`src/lcm_pkg.sv`:
```
// Constants for the link capability and mailbox register group
// Operation
// - Capability register copied per port, selected
// - Bit 3 enables enhanced CRC, start
// - Bit 2 reports video checksum error
// - Bits 1-0 hold upper mode bits
// - Three-bit mode decodes normal, GPIO, SPI
// - Single-link devices allow normal modes only
// - Link detect drops when timer expires
// - Timeout field selects the expiry period
// - Mailbox A scratch, resets to a5
// - Mailbox B scratch, resets to 5a
// - Back channel loads fields unless frozen
package lcm_pkg;
  localparam logic [7:0] ADDR_CAP2 = 8'h21;
  localparam logic [7:0] ADDR_LINK_DET = 8'h26;
  localparam logic [7:0] ADDR_MAILBOX_A = 8'h2e;
  localparam logic [7:0] ADDR_MAILBOX_B = 8'h2f;
  localparam logic [7:0] RST_CAP2 = 8'h00;
  localparam logic [7:0] RST_LINK_DET = 8'h00;
  localparam logic [7:0] RST_MAILBOX_A = 8'ha5;
  localparam logic [7:0] RST_MAILBOX_B = 8'h5a;
  localparam int BIT_CRC = 3;
  localparam int BIT_CHK = 2;
  localparam logic [7:0] CAP2_WMASK = 8'h0b;
  localparam logic [7:0] LINK_DET_WMASK = 8'h07;
  // Mode codes
  localparam logic [2:0] MODE_NORMAL = 3'h0;
  localparam logic [2:0] MODE_GPIO1 = 3'h1;
  localparam logic [2:0] MODE_GPIO2 = 3'h2;
  localparam logic [2:0] MODE_GPIO4 = 3'h3;
  localparam logic [2:0] MODE_FWD_SPI = 3'h6;
  localparam logic [2:0] MODE_REV_SPI = 3'h7;
  // Timeouts in ns as printed (code 011 kept at 1.3 ms)
  localparam longint CLK_NS = 8;
  localparam longint T0_NS = 162000000;
  localparam longint T1_NS = 325000000;
  localparam longint T2_NS = 650000000;
  localparam longint T3_NS = 1300000;
  localparam longint T4_NS = 10250;
  localparam longint T5_NS = 20500;
  localparam longint T6_NS = 41000;
  localparam longint T7_NS = 82000;
  // Codes 100 and 101 round down; the rest divide exactly
  localparam longint C0 = T0_NS / CLK_NS;
  localparam longint C1 = T1_NS / CLK_NS;
  localparam longint C2 = T2_NS / CLK_NS;
  localparam longint C3 = T3_NS / CLK_NS;
  localparam longint C4 = T4_NS / CLK_NS;
  localparam longint C5 = T5_NS / CLK_NS;
  localparam longint C6 = T6_NS / CLK_NS;
  localparam longint C7 = T7_NS / CLK_NS;
endpackage

```
`src/lcm_link_timer.sv`:
```
// Reverse-channel link-detect timer
module lcm_link_timer #(
  parameter logic [27:0] CNT0 = 28'(lcm_pkg::C0),
  parameter logic [27:0] CNT1 = 28'(lcm_pkg::C1),
  parameter logic [27:0] CNT2 = 28'(lcm_pkg::C2),
  parameter logic [27:0] CNT3 = 28'(lcm_pkg::C3),
  parameter logic [27:0] CNT4 = 28'(lcm_pkg::C4),
  parameter logic [27:0] CNT5 = 28'(lcm_pkg::C5),
  parameter logic [27:0] CNT6 = 28'(lcm_pkg::C6),
  parameter logic [27:0] CNT7 = 28'(lcm_pkg::C7)
) (
  input wire logic clk, // System clock
  input wire logic resetn, // Async reset, active low
  input wire logic [2:0] sel, // Timeout select
  input wire logic rx_valid, // Valid reverse-channel traffic
  output logic link_detect // Link detect indication
);
  logic [27:0] limit;
  logic [27:0] cnt_q, cnt_d;
  logic det_q, det_d;

  // Period table per select code
  always_comb begin
    unique case (sel)
      3'h0: limit = CNT0;
      3'h1: limit = CNT1;
      3'h2: limit = CNT2;
      3'h3: limit = CNT3;
      3'h4: limit = CNT4;
      3'h5: limit = CNT5;
      3'h6: limit = CNT6;
      3'h7: limit = CNT7;
    endcase
  end

  // Traffic restarts the count; silence for a full period drops detect
  always_comb begin
    cnt_d = cnt_q;
    det_d = det_q;
    if (rx_valid) begin
      cnt_d = 28'h0;
      det_d = 1'b1;
    end else if (cnt_q >= limit - 28'h1) begin
      det_d = 1'b0;
    end else begin
      cnt_d = cnt_q + 28'h1;
    end
  end

  always_ff @(posedge clk or negedge resetn) begin
    if (!resetn) begin
      cnt_q <= 28'h0;
      det_q <= 1'b0;
    end else begin
      cnt_q <= cnt_d;
      det_q <= det_d;
    end
  end

  assign link_detect = det_q;
endmodule

```
`src/lcm_regs.sv`:
```
// Per-port capability, link-detect control and mailbox registers
module lcm_regs #(
  parameter bit DUAL_LINK = 1'b1, // Zero for single-link builds
  parameter logic [27:0] CNT0 = 28'(lcm_pkg::C0),
  parameter logic [27:0] CNT1 = 28'(lcm_pkg::C1),
  parameter logic [27:0] CNT2 = 28'(lcm_pkg::C2),
  parameter logic [27:0] CNT3 = 28'(lcm_pkg::C3)
) (
  input wire logic clk, // System clock
  input wire logic resetn, // Async reset, active low
  input wire logic second_port_select, // Host accesses port 1 copy
  input wire logic reg_wr, // Write strobe, one cycle
  input wire logic reg_rd, // Read strobe, one cycle
  input wire logic [7:0] reg_addr, // Register offset
  input wire logic [7:0] reg_wdata, // Write data
  output logic [7:0] reg_rdata, // Read data, valid cycle after reg_rd
  input wire logic [1:0] bcc_load, // Per-port capability load strobe
  input wire logic [3:0] bcc_cap2, // Loaded crc enable and mode bits 2:1
  input wire logic [1:0] capability_freeze, // Per-port freeze from companion
  input wire logic [1:0] chksum_err, // Per-port checksum error pulse
  input wire logic [1:0] mode_bit0, // Per-port mode bit 0 from companion
  input wire logic rx_valid, // Valid reverse-channel traffic
  output logic [1:0] enhanced_crc_enable, // Per-port enhanced CRC enable
  output logic [5:0] fast_control_channel_mode, // Port1 [5:3], port0 [2:0]
  output logic link_detect // Link detect indication
);
  // Per-port capability copies and their next values
  logic [7:0] cap2_q [2];
  logic [7:0] cap2_d [2];
  // Shared timeout select and scratch mailboxes
  logic [7:0] ldet_q, ldet_d;
  logic [7:0] mba_q, mba_d;
  logic [7:0] mbb_q, mbb_d;
  // Registered read data and registered per-port outputs
  logic [7:0] rdata_q, rdata_d;
  logic [1:0] crc_q, crc_d;
  logic [5:0] mode_q, mode_d;
  // Offset decode, shared by the write and the read path
  logic sel_cap2;
  logic sel_ldet;
  logic sel_mba;
  logic sel_mbb;
  // Per-port views that feed the output registers
  logic [2:0] mode_raw [2];
  logic [2:0] mode_dec [2];
  logic crc_bit [2];
  // Link detect comes straight from the timer's own flip-flop
  logic det_w;
  // Index of the copy the host currently sees
  logic port;

  // Copy chosen by the host-side select level; shared registers ignore it
  assign port = second_port_select;

  // One compare per offset keeps the write and read decodes in step
  assign sel_cap2 = (reg_addr == lcm_pkg::ADDR_CAP2);
  assign sel_ldet = (reg_addr == lcm_pkg::ADDR_LINK_DET);
  assign sel_mba = (reg_addr == lcm_pkg::ADDR_MAILBOX_A);
  assign sel_mbb = (reg_addr == lcm_pkg::ADDR_MAILBOX_B);

  // One capability copy per port; software writes only the selected copy
  generate
    for (genvar p = 0; p < 2; p++) begin : g_port
      logic hit;
      logic load_ok;
      logic [7:0] wr_merge;
      assign hit = reg_wr && sel_cap2 && (port == 1'(p));
      // Back channel refill is blocked while this port is frozen
      assign load_ok = bcc_load[p] && !capability_freeze[p];
      // Only bits 3, 1 and 0 take host data; bit 2 and the top nibble keep their value
      assign wr_merge = (cap2_q[p] & ~lcm_pkg::CAP2_WMASK)
                      | (reg_wdata & lcm_pkg::CAP2_WMASK);

      // Priority, lowest first: back-channel load, host write, checksum error.
      // A host write in the same cycle as a load wins, so software that has not
      // yet set the freeze bit still sees its own value land.
      always_comb begin
        cap2_d[p] = cap2_q[p];
        if (load_ok) begin
          cap2_d[p][lcm_pkg::BIT_CRC] = bcc_cap2[3];
          cap2_d[p][1:0] = bcc_cap2[1:0];
        end
        if (hit) begin
          cap2_d[p] = wr_merge;
        end
        // Checksum error is sticky and wins over any write
        if (chksum_err[p]) begin
          cap2_d[p][lcm_pkg::BIT_CHK] = 1'b1;
        end
        cap2_d[p][7:4] = 4'h0;
      end

      // Per-port copy; reset clears every field
      always_ff @(posedge clk or negedge resetn) begin
        if (!resetn) begin
          cap2_q[p] <= lcm_pkg::RST_CAP2;
        end else begin
          cap2_q[p] <= cap2_d[p];
        end
      end

      // Full mode code: companion bit 0 sits below the two stored upper bits
      assign mode_raw[p] = {cap2_q[p][1:0], mode_bit0[p]};
      assign crc_bit[p] = cap2_q[p][lcm_pkg::BIT_CRC];

      // Only the defined codes pass; single-link builds always run the normal
      // frame, and the reserved codes fall back to it rather than to a guess
      always_comb begin
        unique case (mode_raw[p])
          lcm_pkg::MODE_GPIO1,
          lcm_pkg::MODE_GPIO2,
          lcm_pkg::MODE_GPIO4,
          lcm_pkg::MODE_FWD_SPI,
          lcm_pkg::MODE_REV_SPI: begin
            mode_dec[p] = DUAL_LINK ? mode_raw[p] : lcm_pkg::MODE_NORMAL;
          end
          default: begin
            mode_dec[p] = lcm_pkg::MODE_NORMAL;
          end
        endcase
      end
    end
  endgenerate

  // Shared registers: only the three mapped offsets change anything
  always_comb begin
    ldet_d = ldet_q;
    mba_d = mba_q;
    mbb_d = mbb_q;
    // Only the three select bits exist; the upper bits are dropped here
    if (reg_wr && sel_ldet) begin
      ldet_d = reg_wdata & lcm_pkg::LINK_DET_WMASK;
    end
    // Mailboxes have no side effects; every bit is kept as written
    if (reg_wr && sel_mba) begin
      mba_d = reg_wdata;
    end
    if (reg_wr && sel_mbb) begin
      mbb_d = reg_wdata;
    end
  end

  // Shared storage; the mailboxes come out of reset with distinct patterns
  always_ff @(posedge clk or negedge resetn) begin
    if (!resetn) begin
      ldet_q <= lcm_pkg::RST_LINK_DET;
      mba_q <= lcm_pkg::RST_MAILBOX_A;
      mbb_q <= lcm_pkg::RST_MAILBOX_B;
    end else begin
      ldet_q <= ldet_d;
      mba_q <= mba_d;
      mbb_q <= mbb_d;
    end
  end

  // Read path: data is captured on the strobe and then held, so the host
  // may fetch it at any time before its next read
  always_comb begin
    rdata_d = rdata_q;
    if (reg_rd) begin
      if (sel_cap2) begin
        rdata_d = cap2_q[port];
      end else if (sel_ldet) begin
        rdata_d = ldet_q;
      end else if (sel_mba) begin
        rdata_d = mba_q;
      end else if (sel_mbb) begin
        rdata_d = mbb_q;
      end else begin
        // Unmapped offsets return zero rather than stale data
        rdata_d = 8'h00;
      end
    end
  end

  // Read data register
  always_ff @(posedge clk or negedge resetn) begin
    if (!resetn) begin
      rdata_q <= 8'h00;
    end else begin
      rdata_q <= rdata_d;
    end
  end

  // Pack the per-port views for the output registers
  always_comb begin
    crc_d = {crc_bit[1], crc_bit[0]};
    mode_d = {mode_dec[1], mode_dec[0]};
  end

  // Outputs are registered so each top-level pin leaves a flip-flop; they
  // therefore lag the stored capability by one cycle
  always_ff @(posedge clk or negedge resetn) begin
    if (!resetn) begin
      crc_q <= 2'h0;
      mode_q <= 6'h00;
    end else begin
      crc_q <= crc_d;
      mode_q <= mode_d;
    end
  end

  // Long periods are parameters so simulation can shorten them; the short
  // periods keep their true length in clock cycles, rounded down
  lcm_link_timer #(
    .CNT0(CNT0),
    .CNT1(CNT1),
    .CNT2(CNT2),
    .CNT3(CNT3)
  ) u_timer (
    .clk(clk),
    .resetn(resetn),
    .sel(ldet_q[2:0]),
    .rx_valid(rx_valid),
    .link_detect(det_w)
  );

  // Output pins, each fed by a flip-flop above or in the timer
  assign reg_rdata = rdata_q;
  assign enhanced_crc_enable = crc_q;
  assign fast_control_channel_mode = mode_q;
  assign link_detect = det_w;
endmodule

```
`config.mk`:
```
export PLATFORM = sky130hd
export DESIGN_NAME = lcm_regs
export DESIGN_NICKNAME = d
export VERILOG_FILES = /design/src/lcm_pkg.sv /design/src/lcm_link_timer.sv /design/src/lcm_regs.sv
export SDC_FILE = /design/constraint.sdc
export NUM_CORES = 1
export LEC_CHECK = 0
export BUFFER_PORTS_ARGS = -buffer_cell sky130_fd_sc_hd__buf_2
export CORE_ASPECT_RATIO = 1.75
export CORE_MARGIN = 3
export CORE_UTILIZATION = 55
export DETAILED_ROUTE_END_ITERATION = 12
export HOLD_SLACK_MARGIN = 0.03
export PLACE_DENSITY = 0.76
export SLEW_MARGIN = 10
export SYNTH_ARGS = -nofsm -noshare
export SYNTH_HDL_FRONTEND = slang
export SYNTH_SLANG_ARGS = --single-unit
export TNS_END_PERCENT = 1
```
`constraint.sdc`:
```
create_clock -name clk -period 3.63 [get_ports clk]
set_input_delay 0.726 -clock clk [delete_from_list [all_inputs] [get_ports clk]]
set_output_delay 0.726 -clock clk [all_outputs]
set_load 0.02 [all_outputs]
```
==> summary.md <==
| Metric | Value |
|---|---|
| Register cell area after layout | 0.00181 mm2 |
| Clock root buffer | clkbuf_16 |
| Final period util | 92.2% |
| Pwr per Cell Area | 394 mW/mm2 |
| Post-route DRC | 0 |
| PnR worst setup slack | 0.285 ns |
| First-pass detailed-route iteration total | 4 |
| Area grow syn2layout | 15.0% |
| Leakage | about 2.4 nW |
| Via count | 3,576 |
| Post-route cell area | 0.00506 mm2 |
| Max cap viols | 0 |
| Gr usage total | 23.1% |
| R2R depth | 12 |
| First-pass GRT wire length | 16,700 um |
| Sw power | 0.510 mW |
| CP endpoint kind | register |
| R2r startpoint | ldet_q[1] |
| Logic pwr share | 10.2% |
| Post-placement worst setup slack | 0.183 ns |
| Largest cells by area after synthesis | dfrtp_1, mux2_2, ha_1 |
| Hold Crit Depth | 0 |
| Dpl cell area | between 0.004 and 0.005 mm2 |
| Die Wd | 73.6 um |
| H-tree depth | 3 |
| Final ANT Viol Nets | 0 |
| Syn avg cell area | 9.91 um2 |
| F_max | between 0.2 and 0.3 GHz |
| Clk pwr share | 46.1% |
| Outcome | complete, no violations |
| Clk Latency, worst-skew pair | 0.34 ns |
| Initial Util | 57.4% |
| Slew @ Worst Pin | 0.854 ns |
| Hpwl dp | 7500 um |
| WL final | between 9000 and 10,000 um |
| Hold path endpoint | enhanced_crc_enable[1] |
| Seq pwr share | 43.7% |
| Final core occ | 65.9% |
| Row Count | 42 |
| Post-synthesis register bit count | 72 |
| Antenna violations before repair | 0 |
| Fin cells | 588 |
| Final setup viols | 0 |
| GPL Wtd Cong | 0.876 |
| Hold_ws | between 0.4 and 0.5 ns |
| Switching Share | 25.6% |
| RSZ-0062 raised after global routing | false |
| Port Buffer Count | 49 |
| Post-synthesis sequential area ratio | between 40% and 50% |
| Worst setup SP type | register |
| Clk_skew | slightly above 0.006 ns |
| Max-Slew Margin vs Limit | 43.1% |
| Placed Cells | 571 |
| Ys async rst share | between 90% and 100% |
| Final Hold Viols | 0 |
| Cells after synthesis | 444 |
| Num Clock Sinks | 72 |
| Largest net degree at the start of global routing | 50 |
| Clock Path Buffers | 2 |
| Power Total | ~2.0 mW |
| Initial drt markers | about 140 |
| Multi-input gate area in the final layout | approximately 0.0024 mm2 |
| Top FF cell, synth | dfrtp_1 |
| Worst EP arrival | 3.56 ns |
| Number of synthesized flops with an enable pin | 0 |
| Core area | 0.00767 mm2 |
| Setup TNS | 0 ns |
| Grt total ovfl | 0 |
| Fill cell count | 630 |
| Proportion of layout cells with a drive suffix above 1 | 26.8% |
| Worst hold start | cap2_q[3] |
| Vias in the first global route | 3,635 |
| # IOs | 51 |
| Num CTS Buffers | 9 |
| Fin. max-slew vios | 0 |
| Yosys cell types | 53 |
| Top cell type by total area after synthesis | dfrtp_1 |
| Max FO, Critical Path | 11 |
| Mapped Area | approximately 0.0044 mm2 |
| Yosys Warn Count | 0 |
| Chip height | ~120 um |
| Critical R2R Capture | u_timer.cnt_q[23] |
| CTS tree | yes |
| Avg Vias per Cell | 6.08 |
| Final Critical Period | 3.35 ns |
| Die area | 0.00915 mm2 |
| Synth top area share | 36.4% |
| Post-DR wirelength/cell | 16.9 um |
| Hold/Removal Path Class | register to register |
| Internal | 1.49 mW |
| Final nets | 562 |
| Post-synth net total | 511 |
| R2R Setup Slk | 0.28 ns |
| WP data required | between 3 and 4 ns |
| Worst-path clk slew | 0.06 ns |
| WS Path Type | register to register |
| Max rail drop VDD | 0.304 mV |
| Ant. Diodes | 0 |
cell families after synthesis:
logic type                 after synthesis  share of synthesized area [%]
adders and majority gates               33                           9.38
buffers and inverters                   31                           3.35
xor gates and xnor gates                 2                          0.398
AOI/OAI and AO/OA                       75                           11.6
and+or+nand+nor                        180                           21.6
other                                    1                         0.0852
muxes                                   50                           12.5
DFF                                     72                           41.2
worst max path at each step:
stage,start,to
after floorplan,ldet_q[0],u_timer.cnt_q[21]
after global placement,ldet_q[1],u_timer.cnt_q[9]
after detailed placement,ldet_q[1],u_timer.cnt_q[9]
after CTS,ldet_q[1],u_timer.cnt_q[9]
after global routing,ldet_q[1],u_timer.cnt_q[23]
final,ldet_q[1],u_timer.cnt_q[23]
placed cells by master (no fill, tap or decap), types with 2 or more instances in the layout:
cell       netlist  layout
dfrtp_1         64      64
buf_2            1      49
nand2_1         42      42
mux2_2          38      38
nor2_1          37      37
ha_1            33      33
a21oi_1         22      22
nor2b_1         19      19
o21ai_0         17      17
inv_1           13      13
nor3_1          12      12
mux2i_1         11      11
nand3_1         10      10
clkbuf_16        0       9
nand4_1          8       8
dfstp_2          8       8
buf_4            0       8
nand2b_1         7       7
or4_1            7       7
nor4_1           6       6
or2_2            5       5
and3_1           5       5
o31ai_1          5       5
and2_1           4       4
nor4b_1          4       4
a22oi_1          4       4
o22ai_1          4       4
a221oi_1         4       4
nor3_2           4       4
o2bb2ai_1        3       3
a21o_1           3       3
a21boi_0         2       2
nand3b_1         2       2
nor3b_1          2       2
and4_1           2       2
o211ai_1         2       2
o21a_1           2       2
clkinv_4         0       2
flip-flops by register name, summed over array words and instances, names as in the netlist:
register                   flops
cap2_q                         8
enhanced_crc_enable            2
fast_control_channel_mode      6
ldet_q                         3
mba_q                          8
mbb_q                          8
reg_rdata                      8
u_timer.cnt_q                 28
u_timer.link_detect            1
repair_timing:
action,CTS,global route
buffers inserted,0,1
setup endpoints to repair,0,7
gates resized for setup,0,1
hold buffers,0,0
cells in the mapped netlist (3+ instances only):
cell type,count
nand2_1,42
o22ai_1,4
dfrtp_1,64
a21oi_1,22
a22oi_1,4
ha_1,33
nor4b_1,4
a221oi_1,4
or2_2,5
buf_6,4
nand3_1,10
a21o_1,3
and3_1,5
mux2_2,38
o31ai_1,5
o2bb2ai_1,3
o21ai_0,17
nor2_1,37
and2_1,4
nand2b_1,7
inv_1,13
mux2i_1,11
clkbuf_1,12
or4_1,7
nand4_1,8
nor2b_1,19
dfstp_2,8
nor3_1,12
nor4_1,6
nor3_2,4
power groups by stage:
stage / Combinational (mW) / Sequential, mW / Clock (mW)
floorplan: 0.103 / 0.899 / 0
global placement: 0.195 / 0.884 / 0
detailed placement: 0.204 / 0.887 / 0
CTS: 0.206 / 0.873 / 0.937
global route: 0.229 / 0.877 / 0.969
finish: 0.203 / 0.873 / 0.919
area by class of cell:
class	instances	share of cell area (%)
inverters	13	0.964
clock inverters	6	1.48
clock buffers	10	4.72
multi-input cells	341	48.4
well taps	88	2.18
flip-flops and latches	72	35.8
repair buffers	58	6.43
critical path: stages, from the launching register on:
cell       delay [ns]
dfrtp_1          0.50
inv_1            0.17
ha_1             0.33
nand2_1          0.13
o21ai_0          0.15
ha_1             0.22
a21oi_1          0.12
o21ai_0          0.17
a2111oi_4        0.36
buf_4            0.19
nor2_2           0.10
nor4b_1          0.40
mux2_2           0.38
layer usage:
| layer | vias to the layer above | global-route usage (%) | wire length, um |
|---|---|---|---|
| met5 | - | 0 | 0 |
| met4 | 0 | 11.6 | 383 |
| met3 | 31 | 4.52 | 333 |
| met2 | 92 | 41.3 | 5570 |
| met1 | 1744 | 24.6 | 3660 |
| li1 | 1709 | - | - |
(Power assumes the default switching activity.)
